`config.mk`:
```
export PLATFORM = sky130hd
export DESIGN_NAME = wfc_bank
export DESIGN_NICKNAME = d
export VERILOG_FILES = /design/src/rtl/wfc_pkg.sv /design/src/rtl/wfc_cfg_reg.sv /design/src/rtl/wfc_bank.sv
export SDC_FILE = /design/constraint.sdc
export NUM_CORES = 1
export LEC_CHECK = 0
export ABC_AREA = 0
export BUFFER_PORTS_ARGS = -buffer_cell sky130_fd_sc_hd__buf_4
export CORE_ASPECT_RATIO = 0.75
export CORE_MARGIN = 4
export CORE_UTILIZATION = 45
export DETAILED_ROUTE_END_ITERATION = 8
export PLACE_DENSITY = 0.74
export SETUP_SLACK_MARGIN = 0.15
export SLEW_MARGIN = 20
export SYNTH_ARGS = -nofsm -noshare
export SYNTH_HDL_FRONTEND = slang
export SYNTH_SLANG_ARGS = --single-unit
```
`constraint.sdc`:
```
create_clock -name ref_clk -period 1.4 [get_ports ref_clk]
set_input_delay 0.07 -clock ref_clk [delete_from_list [all_inputs] [get_ports ref_clk]]
set_output_delay 0.07 -clock ref_clk [all_outputs]
set_load 0.1 [all_outputs]
```
`src/rtl/wfc_pkg.sv`:
```
// wfc_pkg: shared constants and types of the wake-frame filter configuration bank
// assumes: 7-bit register addresses, 8-bit register data, one clock domain
package wfc_pkg;

	// ----------------------------------------------------------------
	// register map
	// ----------------------------------------------------------------
	localparam int WFC_ADDR_W = 7;                  // register address width
	localparam int WFC_DATA_W = 8;                  // register data width
	localparam int WFC_REG_COUNT = 11;              // registers held in the bank
	localparam logic [6:0] WFC_ADDR_CFG_CTRL = 7'h20;        // control word with the valid flag
	localparam logic [6:0] WFC_ADDR_ID_MID = 7'h24;          // wake_frame_id_mid
	localparam logic [6:0] WFC_ADDR_ID_LOW_MID = 7'h25;      // wake_frame_id_low_mid
	localparam logic [6:0] WFC_ADDR_ID_LOW_FLAGS = 7'h26;    // wake_frame_id_low_flags
	localparam logic [6:0] WFC_ADDR_MASK_HIGH = 7'h27;       // wake_frame_mask_high
	localparam logic [6:0] WFC_ADDR_MASK_MID = 7'h28;        // wake_frame_mask_mid
	localparam logic [6:0] WFC_ADDR_MASK_LOW_MID = 7'h29;    // wake_frame_mask_low_mid
	localparam logic [6:0] WFC_ADDR_MASK_LOW = 7'h2a;        // wake_frame_mask_low
	localparam logic [6:0] WFC_ADDR_LENGTH = 7'h2b;          // wake_frame_length
	localparam logic [6:0] WFC_ADDR_PAYLOAD7 = 7'h2c;        // wake_frame_payload_byte7
	localparam logic [6:0] WFC_ADDR_PAYLOAD6 = 7'h2d;        // wake_frame_payload_byte6
	localparam logic [6:0] WFC_ADDR_PAYLOAD5 = 7'h2e;        // wake_frame_payload_byte5

	// ----------------------------------------------------------------
	// bank slot indices (slot = address - first bank address)
	// ----------------------------------------------------------------
	localparam int WFC_IDX_ID_MID = 0;
	localparam int WFC_IDX_ID_LOW_MID = 1;
	localparam int WFC_IDX_ID_LOW_FLAGS = 2;
	localparam int WFC_IDX_MASK_HIGH = 3;
	localparam int WFC_IDX_MASK_MID = 4;
	localparam int WFC_IDX_MASK_LOW_MID = 5;
	localparam int WFC_IDX_MASK_LOW = 6;
	localparam int WFC_IDX_LENGTH = 7;
	localparam int WFC_IDX_PAYLOAD7 = 8;
	localparam int WFC_IDX_PAYLOAD6 = 9;
	localparam int WFC_IDX_PAYLOAD5 = 10;

	// ----------------------------------------------------------------
	// field layout and writable masks
	// ----------------------------------------------------------------
	localparam int WFC_IDE_POS = 0;                 // extension bit position
	localparam int WFC_RTR_POS = 1;                 // remote-request bit position
	localparam int WFC_ID_LOW_LSB = 2;              // ident_bits_4_0 low end
	localparam int WFC_ID_LOW_MSB = 6;              // ident_bits_4_0 high end
	localparam int WFC_CFG_VALID_POS = 0;           // config_valid_flag position
	localparam logic [7:0] WFC_WMASK_FULL = 8'hff;  // all bits writable
	localparam logic [7:0] WFC_WMASK_ID_LOW = 8'h7f;   // bit 7 reserved
	localparam logic [7:0] WFC_WMASK_MASK_LOW = 8'h7c; // bits 7, 1, 0 reserved
	localparam logic [7:0] WFC_WMASK_LENGTH = 8'h0f;   // bits 7..4 reserved
	localparam logic [WFC_REG_COUNT-1:0][7:0] WFC_REG_WMASK = {
		WFC_WMASK_FULL, WFC_WMASK_FULL, WFC_WMASK_FULL, WFC_WMASK_LENGTH,
		WFC_WMASK_MASK_LOW, WFC_WMASK_FULL, WFC_WMASK_FULL, WFC_WMASK_FULL,
		WFC_WMASK_ID_LOW, WFC_WMASK_FULL, WFC_WMASK_FULL};

	// ----------------------------------------------------------------
	// reset values and length limits
	// ----------------------------------------------------------------
	localparam logic [7:0] WFC_RESET_BYTE = 8'h00;  // every bank register clears to this
	localparam logic [3:0] WFC_LEN_MAX = 4'h8;      // longest payload in bytes

	// state of one bank register
	typedef struct packed {
		logic [7:0] value;                          // stored byte
	} wfc_reg_state_type;

	// state of the bank top
	typedef struct packed {
		logic [7:0] rdData;                         // read data, valid one cycle after the strobe
		logic configValid;                          // config_valid_flag
		logic [3:0] payloadBytes;                   // decoded payload length
	} wfc_state_type;

endpackage

```
`src/rtl/wfc_cfg_reg.sv`:
```
// wfc_cfg_reg: one 8-bit configuration register of the bank with a writable-bit mask
// assumes: write strobe and data from the same clock domain, one-cycle strobes
`timescale 1ns/1ns
module wfc_cfg_reg import wfc_pkg::*; #(
	parameter logic [6:0] REG_ADDR = 7'h00,         // address that selects this register
	parameter logic [7:0] WR_MASK = 8'hff           // writable bits, the rest read zero
) (
	input wire logic ref_clk,                       // logic clock
	input wire logic reset_n,                       // power-on reset, active low
	input wire logic softReset,                     // synchronous soft reset pulse
	input wire logic wrEn,                          // write strobe
	input wire logic [6:0] wrAddr,                  // write address
	input wire logic [7:0] wrData,                  // write data
	output logic [7:0] value,                       // stored byte
	output logic changed                            // this write alters the stored byte
);

	// ----------------------------------------------------------------
	// state
	// ----------------------------------------------------------------
	wfc_reg_state_type st_r;                        // registered state
	wfc_reg_state_type st_nxt;                      // next state
	logic hit;                                      // write addresses this register

	assign hit = wrEn && (wrAddr == REG_ADDR);
	assign changed = hit && ((wrData & WR_MASK) != st_r.value);
	assign value = st_r.value;

	// next value: soft reset clears, a write stores only writable bits
	always_comb begin
		st_nxt = st_r;
		if (softReset) begin
			st_nxt.value = WFC_RESET_BYTE;
		end else if (hit) begin
			st_nxt.value = wrData & WR_MASK;
		end
	end

	// state register; restart is not a reset here, so contents survive it
	always_ff @(posedge ref_clk or negedge reset_n) begin
		if (!reset_n) begin
			st_r <= '0;
		end else begin
			st_r <= st_nxt;
		end
	end

endmodule // wfc_cfg_reg

```
`src/rtl/wfc_bank.sv`:
```
// wfc_bank: wake-frame filter configuration bank with its register port and matcher outputs
// assumes: register master and matcher on ref_clk (50 MHz); softReset, restartEntry and
// wakeDetected are one-cycle pulses from logic on the same clock
`timescale 1ns/1ns
module wfc_bank import wfc_pkg::*; (
	input wire logic ref_clk,                       // logic clock, 50 MHz
	input wire logic reset_n,                       // power-on reset, asynchronous, active low
	input wire logic softReset,                     // soft reset pulse
	input wire logic restartEntry,                  // pulse on entering restart
	input wire logic wakeDetected,                  // pulse when a wake-up has been taken
	input wire logic [6:0] regAddr,                 // register address
	input wire logic [7:0] regWrData,               // register write data
	input wire logic regWrite,                      // write strobe
	input wire logic regRead,                       // read strobe
	output logic [7:0] regRdData,                   // read data, one cycle after the read
	output logic configValid,                       // selective wake configuration valid
	output logic [20:0] identBits,                  // expected identifier bits 20..0
	output logic remoteRequest,                     // expected frame is remote request
	output logic extendedIdent,                     // expected identifier is 29 bits
	output logic [28:0] cmpMask,                    // compare mask bits 28..0 (28..21 from 0x27)
	output logic [3:0] lengthCode,                  // stored length code
	output logic [3:0] payloadBytes,                // decoded payload length, 0..8
	output logic [7:0] payloadByte7,                // expected payload byte 7
	output logic [7:0] payloadByte6,                // expected payload byte 6
	output logic [7:0] payloadByte5                 // expected payload byte 5
);

	// ----------------------------------------------------------------
	// declarations
	// ----------------------------------------------------------------
	wfc_state_type st_r;                            // registered state
	wfc_state_type st_nxt;                          // next state
	logic [7:0] regVal [WFC_REG_COUNT];             // stored bank bytes
	logic [WFC_REG_COUNT-1:0] regChg;               // per-register changing write
	logic bankChange;                               // any bank register altered by this write
	logic inBank;                                   // address falls inside the bank
	logic [6:0] slotOffs;                           // address minus first bank address
	logic [3:0] slotIdx;                            // bank slot of the address
	logic cfgHit;                                   // write addresses the control word

	// ----------------------------------------------------------------
	// bank registers
	// ----------------------------------------------------------------
	// one register per address; reserved bits are cut by the writable mask so they
	// always read zero, and no restart input reaches them so contents survive it
	genvar g;
	generate
		for (g = 0; g < WFC_REG_COUNT; g++) begin : gen_reg
			wfc_cfg_reg #(
				.REG_ADDR(7'(WFC_ADDR_ID_MID + g)),
				.WR_MASK(WFC_REG_WMASK[g])
			) u_reg (
				.ref_clk(ref_clk),
				.reset_n(reset_n),
				.softReset(softReset),          // clears to zero
				.wrEn(regWrite),                // takes the write in the same edge
				.wrAddr(regAddr),
				.wrData(regWrData),
				.value(regVal[g]),              // reserved bits held at zero
				.changed(regChg[g])
			);
		end
	endgenerate

	// ----------------------------------------------------------------
	// address decode
	// ----------------------------------------------------------------
	// bank occupies 0x24..0x2e contiguously, so a slot is the address offset
	assign inBank = (regAddr >= WFC_ADDR_ID_MID) && (regAddr <= WFC_ADDR_PAYLOAD5);
	assign slotOffs = regAddr - WFC_ADDR_ID_MID;
	assign slotIdx = slotOffs[3:0];
	assign cfgHit = regWrite && (regAddr == WFC_ADDR_CFG_CTRL);
	assign bankChange = |regChg;

	// ----------------------------------------------------------------
	// length decode
	// ----------------------------------------------------------------
	// codes 0..7 are byte counts, anything above means a full eight bytes
	function automatic logic [3:0] decodeLength(input logic [3:0] code);
		logic [3:0] res;
		res = (code > 4'h7) ? WFC_LEN_MAX : code;
		return res;
	endfunction

	// ----------------------------------------------------------------
	// next state
	// ----------------------------------------------------------------
	always_comb begin
		st_nxt = st_r;
		// read data stands for one cycle only, zero otherwise
		st_nxt.rdData = WFC_RESET_BYTE;
		if (regRead) begin
			if (inBank) begin
				// every bank byte read back as stored
				st_nxt.rdData = regVal[slotIdx];
			end else if (regAddr == WFC_ADDR_CFG_CTRL) begin
				// control word: only the valid flag, the rest reads zero
				st_nxt.rdData = {7'h00, st_r.configValid};
			end
		end
		// decoded length follows the code in the same edge as the write
		if (softReset) begin
			st_nxt.payloadBytes = 4'h0;
		end else if (regWrite && (regAddr == WFC_ADDR_LENGTH)) begin
			st_nxt.payloadBytes = decodeLength(regWrData[3:0]);
		end
		// valid flag: software sets it; a changing write, wake-up, restart or reset clears it
		if (softReset) begin
			st_nxt.configValid = 1'b0;
		end else if (bankChange) begin
			st_nxt.configValid = 1'b0;
		end else if (cfgHit) begin
			// software set wins over a wake-up in the same cycle
			st_nxt.configValid = regWrData[WFC_CFG_VALID_POS];
		end else if (wakeDetected || restartEntry) begin
			st_nxt.configValid = 1'b0;
		end
	end

	// ----------------------------------------------------------------
	// state register
	// ----------------------------------------------------------------
	always_ff @(posedge ref_clk or negedge reset_n) begin
		if (!reset_n) begin
			st_r <= '0;
		end else begin
			st_r <= st_nxt;
		end
	end

	// ----------------------------------------------------------------
	// outputs to software and to the frame matcher
	// ----------------------------------------------------------------
	assign regRdData = st_r.rdData;
	assign configValid = st_r.configValid;
	assign payloadBytes = st_r.payloadBytes;
	// identifier bits keep the 29-bit numbering; a standard identifier is
	// expected in bits 28..18, so bits 17..0 are then don't-care for the matcher
	assign identBits = {regVal[WFC_IDX_ID_MID], regVal[WFC_IDX_ID_LOW_MID],
		regVal[WFC_IDX_ID_LOW_FLAGS][WFC_ID_LOW_MSB:WFC_ID_LOW_LSB]};
	// 0 data frame, 1 remote request; software keeps this at 0 for wake-up
	assign remoteRequest = regVal[WFC_IDX_ID_LOW_FLAGS][WFC_RTR_POS];
	// 0 standard 11-bit, 1 extended 29-bit identifier
	assign extendedIdent = regVal[WFC_IDX_ID_LOW_FLAGS][WFC_IDE_POS];
	// a set mask bit means compare that identifier bit, a clear one ignores it
	assign cmpMask = {regVal[WFC_IDX_MASK_HIGH], regVal[WFC_IDX_MASK_MID],
		regVal[WFC_IDX_MASK_LOW_MID],
		regVal[WFC_IDX_MASK_LOW][WFC_ID_LOW_MSB:WFC_ID_LOW_LSB]};
	assign lengthCode = regVal[WFC_IDX_LENGTH][3:0];
	assign payloadByte7 = regVal[WFC_IDX_PAYLOAD7];
	assign payloadByte6 = regVal[WFC_IDX_PAYLOAD6];
	assign payloadByte5 = regVal[WFC_IDX_PAYLOAD5];
endmodule // wfc_bank

```
==> After elaboration in Yosys (flattened, before gate mapping) <==
Index checks and enable logic that the tools add are counted.
{ "word_totals": {"ff_bits": 101, "in_bits": 22, "output_inout_bits": 93, "elab_cells": 116} }
{ "op_classes": {"add_sub_neg": 1, "n_lt_le_gt_ge": 4, "eq_ne": 23, "muxes": 35, "n_bitwise": 1, "reduce_logical": 38} }
{ "op_table": {"columns": ["operator", "n"], "rows": [
  ["$mux 8", 26],
  ["$eq 7x6->1 const B", 12],
  ["$ne 8x8->1", 8],
  ["$bmux 8 s4", 1],
  ["$logic_and 1x1->1", 24],
  ["$reduce_bool 2->1", 11],
  ["$ne 7x8->1", 2],
  ["$mux 4", 3],
  ["$reduce_or 11->1", 1],
  ["$ne 4x8->1", 1],
  ["$ge 7x6->1 const B", 1],
  ["$le 7x6->1 const B", 1],
  ["$ge 5x5->1 const B", 1],
  ["$mux 1", 5],
  ["$not 4->5", 1],
  ["$gt 4x3->1 const B", 1],
  ["$reduce_bool 4->1", 1],
  ["$sub 4x3->4 const B", 1],
  ["$logic_or 1x1->1", 1]
]} }

==> Logic depth before layout (Yosys ltp) <==
Gate-level depths: netlist (run 1).
{ "logic_depth": {"depth_word": 7, "mapped_depth": 8, "ltp_nobuf": 7} }

==> By module <==
A second synthesis (run 1) with hierarchy kept.
{ "hier_totals": {"hier_cells": 652, "hier_area_um2": 6427.4} }
{ "by_module_without_submodules": {"columns": ["mod", "instances", "cells_per_inst", "area_per_inst_um2", "seq_area_each_um2"], "rows": [
  ["wfc_cfg_reg at gen_reg[1].u_reg ...", 3, 52, 494.2, 200.2],
  ["wfc_cfg_reg at gen_reg[10].u_reg ...", 3, 51, 486.7, 200.2],
  ["wfc_bank", 1, 130, 1417.6, 325.3],
  ["wfc_cfg_reg at gen_reg[0].u_reg ...", 2, 51, 483.0, 200.2],
  ["wfc_cfg_reg at gen_reg[2].u_reg", 1, 46, 429.2, 175.2],
  ["wfc_cfg_reg at gen_reg[6].u_reg", 1, 36, 337.8, 125.1],
  ["wfc_cfg_reg at gen_reg[7].u_reg", 1, 29, 334.1, 100.1]
]} }

==> Least setup slack after synthesis (run 1) <==
Ideal clock, no wire load.
{ "synth_timing": {"path_type": "reg-to-reg", "startpoint": "register gen_reg[3].u_reg.st_r (netlist bit gen_reg[3].u_reg.value[6])", "endpoint": "register st_r (netlist bit configValid)", "setup_time_ns": 0.068, "arrival_time_ns": 1.936, "required_time_ns": 1.332, "slack_ns": -0.604, "path_stages_with_launch": 6, "path_buffers": 0, "period_less_slack_ns": 2.004, "cell_sequence": "dfrtp_1 -> xor2_1 -> nor4_2 -> a21oi_1 -> a2111oi_2 -> and4_1"} }
{ "synth_between": {"elab_chain_cells": 5, "word_cells_on_any_way": 6, "cone_classes": "eq/ne: 1; mux: 2; reduce/logical: 3"} }
{ "synth_rtl": {"columns": ["element", "line", "source"], "rows": [
  ["start: declaration", "wfc_cfg_reg.sv:21", "wfc_reg_state_type st_r;"],
  ["start signal: assignment", "wfc_cfg_reg.sv:44", "st_r <= st_nxt;"],
  ["$ne 8x8->1 *", "wfc_cfg_reg.sv:26", "assign changed = hit && ((wrData & WR_MASK) != st_r.value);"],
  ["$logic_and 1x1->1 *", "wfc_cfg_reg.sv:26", null],
  ["$reduce_or 11->1 *", "wfc_bank.sv:73", "assign bankChange = |regChg;"],
  ["$mux 1", "wfc_bank.sv:110", "end else if (bankChange) begin"],
  ["$mux 1", "wfc_bank.sv:108", "if (softReset) begin"],
  ["end signal: assignment", "wfc_bank.sv:127", "st_r <= st_nxt;"],
  ["end: declaration", "wfc_bank.sv:31", "wfc_state_type st_r;"]
]} }
Mark *: on every way between the ends. The rest lies on a longest branch, timed or not.
A chain may end at the register's enable or synchronous reset.

==> Worst setup path after layout (run 1) <==
{ "layout_timing": {"startpoint": "register gen_reg[2].u_reg.st_r (netlist bit gen_reg[2].u_reg.value[0])", "endpoint": "register st_r (netlist bit configValid)"} }
{ "layout_between": {"elab_chain_cells": 5, "word_cells_on_any_way": 6, "cone_classes": "eq/ne: 1; mux: 2; reduce/logical: 3"} }
{ "layout_rtl": {"columns": ["element", "line"], "rows": [
  ["start: declaration", "wfc_cfg_reg.sv:21"],
  ["start signal: assignment", "wfc_cfg_reg.sv:44"],
  ["$ne 7x8->1 *", "wfc_cfg_reg.sv:26"],
  ["$logic_and 1x1->1 *", "wfc_cfg_reg.sv:26"],
  ["$reduce_or 11->1 *", "wfc_bank.sv:73"],
  ["$mux 1", "wfc_bank.sv:110"],
  ["$mux 1", "wfc_bank.sv:108"]
]} }
Marked as above.

==> results of run 1 <==
## kinds of logic after synthesis
| family | count (synthesis) | share of synthesized area |
|---|---|---|
| AND/OR/NAND/NOR | 153 | 0.128 |
| buffers and inverters | 49 | 0.0517 |
| AO/OA/AOI/OAI | 45 | 0.0539 |
| multiplexers | 108 | 0.217 |
| adder cells (fa/ha/maj) | 4 | 0.00899 |
| XOR/XNOR | 80 | 0.127 |
| flip-flops | 92 | 0.413 |
## where the power goes
group	switching, mW	total, mW	internal, mW
clock	1.12	2.34	1.21
combinational	0.488	0.793	0.305
sequential	0.00553	2.67	2.66
## synth_stat cells (all sizes together), types with 4 or more instances
| cell type | count | area [µm²] |
|---|---|---|
| nor2 | 93 | 352 |
| dfrtp | 92 | 2300 |
| mux2i | 91 | 911 |
| xor2 | 71 | 629 |
| buf | 30 | 216 |
| nor4 | 19 | 125 |
| clkbuf | 17 | 63.8 |
| a21oi | 16 | 83.8 |
| nand2 | 11 | 41.3 |
| nand3 | 11 | 60.1 |
| mux4 | 9 | 206 |
| xnor2 | 9 | 78.8 |
| mux2 | 8 | 90.1 |
| o21ai | 8 | 40.0 |
| a22oi | 5 | 37.5 |
| ha | 4 | 50.1 |
| nor2b | 4 | 25.0 |
| nor3b | 4 | 30.0 |
| o2bb2ai | 4 | 35.0 |
## final timing paths
kind,endpoint,depth (start not counted),slack (ps)
setup / recovery,configValid,5,-270
hold / removal,regRdData[0],3,50
setup reg to reg,configValid,5,-270
hold reg to reg,payloadBytes[2],2,530
max in group asynchronous,gen_reg[3].u_reg.value[2],3,650
min in group asynchronous,gen_reg[10].u_reg.value[1],3,330
## registers in the layout (all words and copies together) (netlist names)
name and cells:
regRdData 8, gen.u_reg.value 80, configValid 1, payloadBytes 3
## worst max-delay path: stages (launching register included)
cell and delay, ps:
dfrtp_4 500, xor2_1 160, nor4_1 350, a41oi_1 200, nor4_1 200, and4_1 210
## per-layer routing
metal / vias up / track usage / share of wire
met3: 36 / 0.0745 / 0.091
li1: 2294 / - / -
met1: 2537 / 0.380 / 0.43
met5: - / 0 / 0
met2: 280 / 0.420 / 0.45
met4: 0 / 0.0612 / 0.019
## area by class of cell
class | instances | area share
Inverter | 2 | 0.000901
Clock inverter | 7 | 0.00616
Tap cell | 162 | 0.0243
Multi-Input combinational cell | 390 | 0.370
Sequential cell | 92 | 0.295
Clock buffer | 9 | 0.0270
Timing Repair Buffer | 265 | 0.276
## what timing repair did
action	CTS	global route
setup endpoints to repair	30	30
endpoints found under the hold margin	94	0
gates resized for setup	43	41
buffers inserted	1	3
pin swaps	12	2
gates cloned	0	0
hold buffers	2	0
==> results by stage, run 1 <==
Worst setup path:
- STA classifies the critical path startpoint as a flop.
- Data on the critical path is required at its endpoint by between 1500 and 2000 ps.
- The start-to-end type of the worst setup path is reg -> reg.
- The arrival time reported for the critical path endpoint is between 1500 and 2000 ps.
- The worst-path maximum fanout is 3.
- The worst reg2reg path startpoint is gen_reg[2].u_reg.value[0].
- STA classifies the critical path endpoint as a flop.
- The timing startpoint of the critical path is gen_reg[2].u_reg.value[0].

Cells and area:
- The most common cell after layout, fill and taps aside is buf_4.
- The synthesis-to-finish area growth is 49.6%.
- The area occupied by multi-input gates is between 3000 and 4000 µm².
- In the layout the commonest cells are 225 x buf_4, 92 x nor2_1, 91 x mux2i_1, 70 x xor2_1, 59 x dfrtp_2.
- The number of standard cells in the layout, taps in and fillers out is a little over 900.
- The layout has 920 filler cells.
- 0 antenna diodes ended up in the layout.
- The layout cell share with drive strength beyond 1 is 0.518.
- The number of nets in the layout is roughly 790.
- The footprint of the flip-flops and latches is between 2000 and 2500 µm².
- The final design area excluding fillers is 8330 µm².
- The core occupancy in the finished layout is 0.705.

Floorplan:
- The area of the die is 14200 µm².
- The initial standard-cell utilization of the core is 0.471.
- The top-level port count is 115.
- The placeable core area is 11800 µm².
- The die span in x is roughly 140 µm.
- The placement row count is 34.
- The die is 104 µm tall.

Timing:
- Setup repair after global routing could not meet its margin everywhere.
- Of the available clock period, the critical path in the final layout requires 1.20.
- The count of pins over their slew limit is 0.
- The number of failing hold endpoints at the final stage was 0.
- The worst slew margin relative to its limit is 0.665.
- The final count of negative-setup-slack endpoints is 10.
- The setup TNS is -1830 ps.
- At the pin with the least slew margin, the transition time is approximately 500 ps.
- The achievable clock frequency is 597 MHz.
- On the final layout, the worst clock skew is slightly above 6 ps.
- The final critical-path required period is about 1700 ps.
- The tightest hold path in the finished design has a slack of 51.2 ps.
- The worst path setup slack after routing is -275 ps.

GRT:
- The global router's overall resource usage is 0.271.
- Entering global routing, the biggest net connects between 90 and 100 pins.
- The global-route congestion overflow total is 0.
- The via count of the first global-routing pass is 5310.
- The first global-routing pass estimated approximately 30 mm of wire.
- The number of antenna violations at the first check in global routing is 0.

Power:
- The static leakage is 4.51 nW.
- VDD sags by at most between 0.6 and 0.7 mV.
- Dividing total power by cell area gives a power density of approximately 700 nW/µm².
- After layout, the design draws a total of 5.80 mW.

Route:
- In the routed design, unresolved DRC markers number 0.
- The overall via count from detail_route is around 5000.
- After detailed routing, the average wire length per cell comes to about 21 µm.
- In this run the remaining antenna-violating nets after routing total 0.
- The wire length reported by the detailed router is 19.4 mm.
- The DRC violation total after the first TritonRoute iteration is roughly 480.
- In the routed layout, each cell is associated on average with a via count of 5.55.
- The first TritonRoute pass finished after 5 iterations.

Min path:
- The worst hold path begins at regRead.
- The type of the worst min-delay path is in -> reg.

Placed design:
- Detailed placement ended at an HPWL of about 14 mm.
- The congestion estimate from routability-driven global placement came to about 0.97.
- In this run the tool buffered the top-level ports with between 100 and 150 buffer cells.
- The area of placed instances is between 7000 and 8000 µm².
- The pre-CTS setup slack is -282 ps.
- The number of placed instances, taps included, is around 910.

Clocking:
- CTS built an H-tree with a depth of 3.
- The tree built by TritonCTS fans out to 92 sinks.
- Buffers inserted during clock tree synthesis total 9.
- The CTS tree is done.
- The tree is rooted in a clkbuf_16.
- Counting along the longest clock path gives a buffer depth of 2.
- The post-CTS clock slew at the launch and capture registers of the worst setup and hold paths is around 70 ps.
- The latest clock arrival within the worst-skew pair is between 300 and 400 ps.

Synthesis:
- A synthesized cell averages between 10 and 15 µm².
- Of the synthesized area, sequential elements account for 0.413.
- After synthesis, the netlist uses 46 different library cells.
- The post-synth net total is 557.
- Summing every instance area after synthesis gives approximately 5600 µm².
- Among all flip-flop cells after synthesis, the most frequent one is dfrtp_1.
- In this run, synthesis produced a sequential element count of 92.
- The gate count after technology mapping is about 530.
- The async set-reset flop share out of synthesis is 1.00.
- The count of flip-flops with a built-in enable after synthesis is 0.
- The Yosys step of the flow raised 0 warnings.

Job:
- The max capacitance violation total is 0.

Run status:
- The run finished, with violations left.
- The checks that failed: negative setup slack.
Power figures use the tool's default switching activity.
==> inputs of run 2 (changes only) <==
- ABC_AREA: 0 -> 1
- CORE_MARGIN: 4 -> unset
==> run 2 against run 1 <==
Against the previous run: setup slack better by 260 ps; non-clock buffer count shrank 81; clock-buffer cell count unchanged; critical endpoint unchanged; sequential power rose by 12%; critical path type unchanged; via count is 14% higher; clock power up 2%; sequential share of layout area up 2.6 points; hold slack gained 42 ps; cell area decreased by 2.9%; combinational power grew to 3.1 times the previous value; critical path depth is 4 higher; the flow still finishes with violations (negative setup slack).
==> results by stage, run 2 <==
Run status:
- The run finished, with violations left.
- The final reports fail on negative setup slack.

Clocking:
- The post-CTS clock slew at the launch and capture registers of the worst setup and hold paths is 70 ps (about the same).
- The latest clock arrival within the worst-skew pair is 350 ps (about the same).
- The CTS H-tree depth was 3 (unchanged).
- The total CTS buffers is 9 (unchanged).
- The number of clock sinks is 92 (unchanged).
- The cell at the root of the clock tree is clkbuf_16.
- TritonCTS built the clock tree.
- The maximum buffer depth of the clock tree is 2 (unchanged).

Timing:
- The worst clock skew is 6.87 ps (+0.675 ps).
- Setup repair after global routing could not meet its margin everywhere.
- The worst slew margin relative to its limit came to 0.706 (+0.0415).
- The final critical-path required period is 1420 ps (-256 ps).
- The achievable clock frequency is 705 MHz (+18%).
- The worst-margin pin slew is 440 ps (-62.8 ps).
- The count of pins over their slew limit is 0 (unchanged).
- The final count of negative-setup-slack endpoints came to 1 (-9).
- The worst path setup slack after routing is -18.9 ps (+256 ps).
- The fraction of the cycle the final worst path needs was 1.01 (-0.183).
- The number of failing hold endpoints at the final stage is 0 (unchanged).

Synthesis:
- Among all flip-flop cells after synthesis, the most frequent one is dfrtp_1.
- The sequential fraction of the synthesis area is 0.413 (unchanged).
- The total standard cell area after synthesis is 5570 µm² (unchanged).
- The average footprint of a synthesized cell came to 7.47 µm² (-29%).
- The gate count after technology mapping was 745 (+40%).
- The count of flip-flops with a built-in enable after synthesis came to 0 (unchanged).
- The cell type contributing the most total cell area after synthesis is dfrtp_1.
- The post-synth net total came to 771 (+38%).
- The number of library cell types mapped by synthesis is 36 (-22%).
- The area share of the largest cell type after synthesis is 0.413 (unchanged).
- The async set-reset flop share out of synthesis is 1.00 (unchanged).
- The most frequent cell after synthesis is nand2_1.
- Ranked by instance count, the synthesized netlist is headed by 241 x nand2_1, 92 x dfrtp_1, 71 x o21ai_1.
- The count of yosys warnings during synthesis is 0 (unchanged).
- The synthesis-stage register bit count is 92 (unchanged).
- Yosys attributes the largest share of cell area to dfrtp_1 41%, nand2_1 16%, xnor2_1 7.2%.

Floorplan:
- The placement row count is 34 (unchanged).
- The placeable core area was 11800 µm² (unchanged).
- The initial standard-cell utilization of the core is 0.471 (unchanged).
- The top-level port count is 115 (unchanged).
- The die span in x is 130 µm (-4.4%).
- The chip height is 98.3 µm (-5.8%).
- The area of the die was 12800 µm² (-9.9%).

Cells and area:
- The final design area excluding fillers was 8090 µm² (-2.9%).
- The antenna cell count is 0 (unchanged).
- Leaving out fill and tap cells, the most frequent cell in the layout is nand2_1.
- The flip-flop count of the largest register after layout was 80 (unchanged).
- The number of nets in the layout came to 940 (+20%).
- The layout cell share with drive strength beyond 1 is 0.405 (-0.113).
- Compared with the post-synthesis result, the final layout area differs by 45.3%.
- In the layout the commonest cells are 236 x nand2_1, 143 x buf_4, 75 x dfrtp_4, 72 x o21ai_1, 55 x nor2_1.

Route:
- The wire length reported by the detailed router came to 20.7 mm (+6.6%).
- The count of nets left with antenna violations after detail routing is 0 (unchanged).
- The DRC violation total after the first TritonRoute iteration is 568 (+19%).
- The overall via count from detail_route is 5858 (+14%).
- The length of the first detailed-routing pass in iterations is 5 (unchanged).
- The routed via count divided by cell count is 5.42 (-2.4%).
- The per-cell routed wire length is 19.1 µm (-8.6%).
- The total DRC errors in the routed layout was 0 (unchanged).

Worst setup path:
- The worst setup path is captured at a flop.
- The signal on the critical path passes through xnor2_2 -> nand2_1 -> nor2_2 -> nand2_1 -> nand2_1 -> nand2_1 -> nor2_1 -> nand2_1 -> nor2_1.
- The arrival time reported for the critical path endpoint is 1700 ps (-260 ps).
- The endpoint of the worst register-to-register path is configValid.
- The worst setup path is of the reg -> reg kind.
- The worst register-to-register path begins at gen_reg[10].u_reg.value[5].
- The required arrival time at the worst endpoint is 1680 ps (about the same).
- The worst-path maximum fanout is 2 (-1).
- The gate family responsible for the most delay along the worst path is simple AND/OR/NAND/NOR gates.
- The worst reg-to-reg path cell count came to 9 (+4).
- The largest stage delay on the critical path is 490 ps (about the same).
- The setup slack of the most critical reg-to-reg path is -20 ps (+260 ps).
- The sort of element at the start of the critical path is a flop.
- The cell seen most often among critical-path stages is nand2_1.
- The cell type of the slowest stage on the worst timing path is dfrtp_4.
- The number of buffers and inverters on the critical path is 0 (unchanged).

GRT:
- The global router's overall resource usage is 0.332 (+0.0607).
- The via count of the first global-routing pass came to 5578 (+5.0%).
- The number of antenna violations at the first check in global routing came to 0 (unchanged).
- The wire length of the first global-routing pass came to 31.5 mm (+5.2%).
- The largest net degree at the start of global routing is 36 (-61%).
- The global-route congestion overflow total is 0 (unchanged).

Min path:
- In this run the worst hold path is classified as in -> async.

Placed design:
- The pre-CTS setup slack is -30.4 ps (+251 ps).
- The HPWL reported at the end of detailed placement is 15.4 mm (+8.7%).
- The area of placed instances came to 7150 µm² (-6.4%).
- The weighted congestion at the end of routability-driven global placement is 0.962 (-1.1%).
- The number of port buffers is 114 (unchanged).

Power:
- The share of power burned in combinational logic is 0.316 (+0.179).
- The internal power consumption was 4.81 mW (+15%).
- The clock network fraction of design power is 0.303 (-0.100).
- The total power per unit cell area is 972 nW/µm² (+40%).
- The static leakage is 3.60 nW (-20%).
- The worst-case vdd ir drop was 0.726 mV (+16%).
- The fraction of power spent switching nets came to 0.389 (+0.110).
- The net switching power is 3.06 mW (+89%).
- The sequential group share of total power is 0.382 (-0.078).

Job:
- The max capacitance violation total is 0 (unchanged).
run 2: routing by layer:
layer / track usage / vias to the layer above / routed length [µm]
met1: 0.492 / 2806 / 9220
met4: 0.0875 / 0 / 300
met3: 0.0427 / 24 / 1740
li1: - / 2699 / -
met5: 0 / - / 0
met2: 0.511 / 329 / 9430
run 2: power groups by stage:
stage / Clock (mW) / Sequential, mW / Combinational, mW
finish: 2.38 / 3.00 / 2.48
global route: 2.52 / 3.01 / 2.61
CTS: 2.42 / 2.99 / 2.33
detailed placement: 0 / 3.05 / 2.23
global placement: 0 / 3.04 / 2.21
floorplan: 0 / 3.89 / 0.694
run 2: worst max-delay path by stage:
stage,depth (start not counted),start,slack (ps),to
finish,9,gen_reg[10].u_reg.value[5],-20,configValid
global route,11,gen_reg[9].u_reg.value[5],-120,configValid
CTS,9,gen_reg[10].u_reg.value[5],-20,configValid
detailed placement,9,regAddr[3],-30,gen_reg[2].u_reg.value[6]
global placement,9,gen_reg[9].u_reg.value[4],-10,configValid
floorplan,8,gen_reg[3].u_reg.value[6],50,configValid
run 2: worst register-to-register path, stage by stage, from the launching register on:
cell and delay, ps:
dfrtp_4 490, xnor2_2 140, nand2_1 110, nor2_2 140, nand2_1 60, nand2_1 60, nand2_1 50, nor2_1 100
nand2_1 100, nor2_1 100
run 2: cells by family (layout without fill, tap and decap cells):
kind of cell / count (synthesis) / in the layout / share of synthesized area
flip-flops: 92 / 92 / 0.413
AND/OR/NAND/NOR: 343 / 343 / 0.260
AO/OA/AOI/OAI: 139 / 139 / 0.138
adder cells (fa/ha/maj): 4 / 4 / 0.00899
buffers and inverters: 106 / 280 / 0.0827
XOR/XNOR: 61 / 61 / 0.0960
run 2: through the flow:
stage               cells  hold slack, ps  power [mW]  setup TNS (ps)   util
floorplan             745            -226        4.58               0      -
global placement     1041           -74.8        5.25           -10.7  0.605
detailed placement   1041           -72.6        5.28           -48.1  0.605
CTS                  1066            96.1        7.74           -19.5  0.649
global route         1081             124        8.14            -118  0.684
finish               1081            92.9        7.87           -18.9  0.684
run 2: timing repair:
| item | CTS | global route |
|---|---|---|
| endpoints found under the setup margin | 16 | 18 |
| pin swaps | 25 | 30 |
| hold buffers | 2 | 0 |
| resized for setup | 41 | 76 |
| setup buffers | 7 | 15 |
| endpoints found under the hold margin | 93 | 0 |
run 2: layout make-up:
| cell class | count | area (µm²) |
|---|---|---|
| Fill cell | 999 | 3740 |
| Multi-Input combinational cell | 547 | 3010 |
| Sequential cell | 92 | 2590 |
| Timing Repair Buffer | 184 | 1680 |
| Inverter | 80 | 320 |
| Clock buffer | 9 | 225 |
| Tap cell | 162 | 203 |
| Clock inverter | 7 | 58.8 |
==> inputs of run 3 (changes only) <==
- CORE_ASPECT_RATIO: 0.75 -> unset
==> run 3 against run 2 <==
Against the previous run: the run still ends with negative setup slack left; clock power grew 18%; final cell count decreased by 2.2%; sequential share of layout area rose by 1.0 points; setup slack worse by 3.6 ps.
==> results by stage, run 3 (synthesis results as in run 2) <==
Floorplan:
- The initial standard-cell utilization of the core is 0.464 (-0.00726).
- The chip height was 113 µm (+15%).
- The placeable core area was 12000 µm² (+1.6%).
- The area of the die is 12800 µm² (about the same).
- The placement row count is 40 (+18%).
- The die span in x came to 113 µm (-13%).
- The top-level port count came to 115 (unchanged).

Worst setup path:
- The required arrival time at the worst endpoint is 1680 ps (about the same).
- The worst-path maximum fanout was 2 (unchanged).
- The start-to-end type of the worst setup path is reg -> reg.
- The arrival time reported for the critical path endpoint is 1700 ps (about the same).
- The sort of element at the start of the critical path is a flop.
- STA classifies the critical path endpoint as a flop.

Route:
- The overall via count from detail_route was 5892 (+0.58%).
- The routed via count divided by cell count was 5.57 (+2.9%).
- The wire length reported by the detailed router is 19.6 mm (-5.0%).
- The count of nets left with antenna violations after detail routing is 0 (unchanged).
- The length of the first detailed-routing pass in iterations is 6 (+1).
- The DRC violation total after the first TritonRoute iteration is 683 (+20%).
- The total DRC errors in the routed layout came to 0 (unchanged).
- The per-cell routed wire length is 18.6 µm (-2.9%).

GRT:
- The wire length of the first global-routing pass was 30.0 mm (-4.7%).
- The via count of the first global-routing pass came to 5403 (-3.1%).
- The number of antenna violations at the first check in global routing came to 0 (unchanged).
- The global-route congestion overflow total is 0 (unchanged).
- The global router's overall resource usage is 0.311 (-0.0210).
- The largest net degree at the start of global routing is 93 (+160%).

Cells and area:
- The synthesis-to-finish area growth is 40.9%.
- Leaving out fill and tap cells, the most frequent cell in the layout is nand2_1.
- The core occupancy in the finished layout was 0.653 (-0.0309).
- The number of nets in the layout is 931 (-0.96%).
- The layout cell share with drive strength beyond 1 was 0.390 (-0.0147).
- The antenna cell count was 0 (unchanged).
- The flip-flop count of the largest register after layout is 80 (unchanged).
- In the layout the commonest cells are 236 x nand2_1, 151 x buf_4, 75 x dfrtp_4, 73 x o21ai_1, 56 x nor2_1.
- The final design area excluding fillers is 7850 µm² (-3.0%).

Timing:
- The worst path setup slack after routing is -22.5 ps (-3.61 ps).
- The final critical-path required period came to 1420 ps (+3.61 ps).
- The fraction of the cycle the final worst path needs is 1.02 (+0.00258).
- The worst clock skew is 6.78 ps (-0.0863 ps).
- The final count of negative-setup-slack endpoints is 1 (unchanged).
- The worst-margin pin slew is 511 ps (+71.3 ps).
- The number of failing hold endpoints at the final stage is 0 (unchanged).
- The count of pins over their slew limit is 0 (unchanged).
- Setup repair after global routing could not meet its margin everywhere.
- The worst slew margin relative to its limit is 0.659 (-0.0472).
- The achievable clock frequency is 703 MHz (-0.25%).

Run status:
- The checks that failed: negative setup slack.
- The run finished, with violations left.

Clocking:
- The cell sitting at the root of the clock tree is a clkbuf_16.
- The post-CTS clock slew at the launch and capture registers of the worst setup and hold paths was 70 ps (about the same).
- The latest clock arrival within the worst-skew pair is 350 ps (about the same).
- The number of clock sinks is 92 (unchanged).
- The total CTS buffers is 9 (unchanged).
- The CTS tree is done.
- The maximum buffer depth of the clock tree came to 2 (unchanged).
- The CTS H-tree depth was 3 (unchanged).

Placed design:
- The number of port buffers is 114 (unchanged).
- The area of placed instances was 7140 µm² (-0.16%).
- The weighted congestion at the end of routability-driven global placement is 0.951 (-1.2%).
- The HPWL reported at the end of detailed placement was 14.6 mm (-4.8%).

Power:
- The worst-case vdd ir drop is 0.575 mV (-21%).
- The total power per unit cell area is 1050 nW/µm² (+7.7%).
- The static leakage is 3.52 nW (-2.4%).

Job:
- The max capacitance violation total is 0 (unchanged).

Min path:
- The min-delay analysis places its worst path in the category in -> reg.
run 3: changes by cell type in the layout (fill, tap and decap cells not counted), sizes merged:
cell      previous run  this run
buf                182       173
clkinv               2         4
bufinv               0         3
clkinvlp             3         0
inv                 82        80
run 3: stage by stage:
step                      TNS (ps)  hold WS (ps)  cells  power, mW  setup slack (ps)
after floorplan                  0          -226    745       4.58              48.8
after global placement       -6.29           156   1027       5.25             -4.56
after detailed placement         0           156   1027       5.27              2.19
after CTS                        0           140   1052       8.11              27.2
after global routing          -114           160   1057       8.45              -114
final                        -22.5           164   1057       8.21             -22.5
run 3: area by class of cell:
| class | instances | area [µm²] |
|---|---|---|
| fill | 1018 | 4170 |
| multi-input combinational | 547 | 2950 |
| sequential | 92 | 2590 |
| timing repair buffer | 175 | 1480 |
| inverter | 80 | 305 |
| clock buffer | 9 | 225 |
| tap | 147 | 184 |
| clock inverter | 7 | 114 |
run 3: report_power, final:
part	internal [mW]	total, mW	switching (mW)	leakage (nW)
Clock	1.74	2.81	1.07	0.170
Combinational	0.672	2.40	1.73	2.25
Sequential	2.84	3.00	0.161	1.10
Total	5.26	8.21	2.96	3.52
run 3: what timing repair did:
item,4_1_cts,5_1_grt
setup endpoints to repair,12,18
setup buffers,7,5
resized for setup,19,51
endpoints found under the hold margin,93,0
pin swaps,16,26
hold buffers,2,0
run 3: worst max-delay path, cell delays in order (launching register included):
cell and delay (ps):
dfrtp_4 490, xor2_1 170, nor2_1 150, nand2_1 70, nor2_1 90, nor2_1 40, nor2_1 130, nand2_1 110
nor2_1 110
run 3: layer usage:
metal,track usage,routed length (µm),up-vias
met5,0,0,-
met4,0.118,667,0
met3,0.0562,1930,49
met2,0.489,8900,368
met1,0.429,8140,2790
li1,-,-,2685
run 3: final timing paths:
kind                                           startpoint  cells past startpoint  slack (ps)                         to
worst min register to register            payloadBytes[1]                      2         490            payloadBytes[1]
worst max register to register  gen_reg[3].u_reg.value[7]                      8         -20                configValid
worst min-delay path                         regWrData[3]                      2         160            payloadBytes[1]
min in group asynchronous                         reset_n                      3         300  gen_reg[5].u_reg.value[2]
max in group asynchronous                         reset_n                      3         650  gen_reg[8].u_reg.value[5]
worst max-delay path            gen_reg[3].u_reg.value[7]                      8         -20                configValid
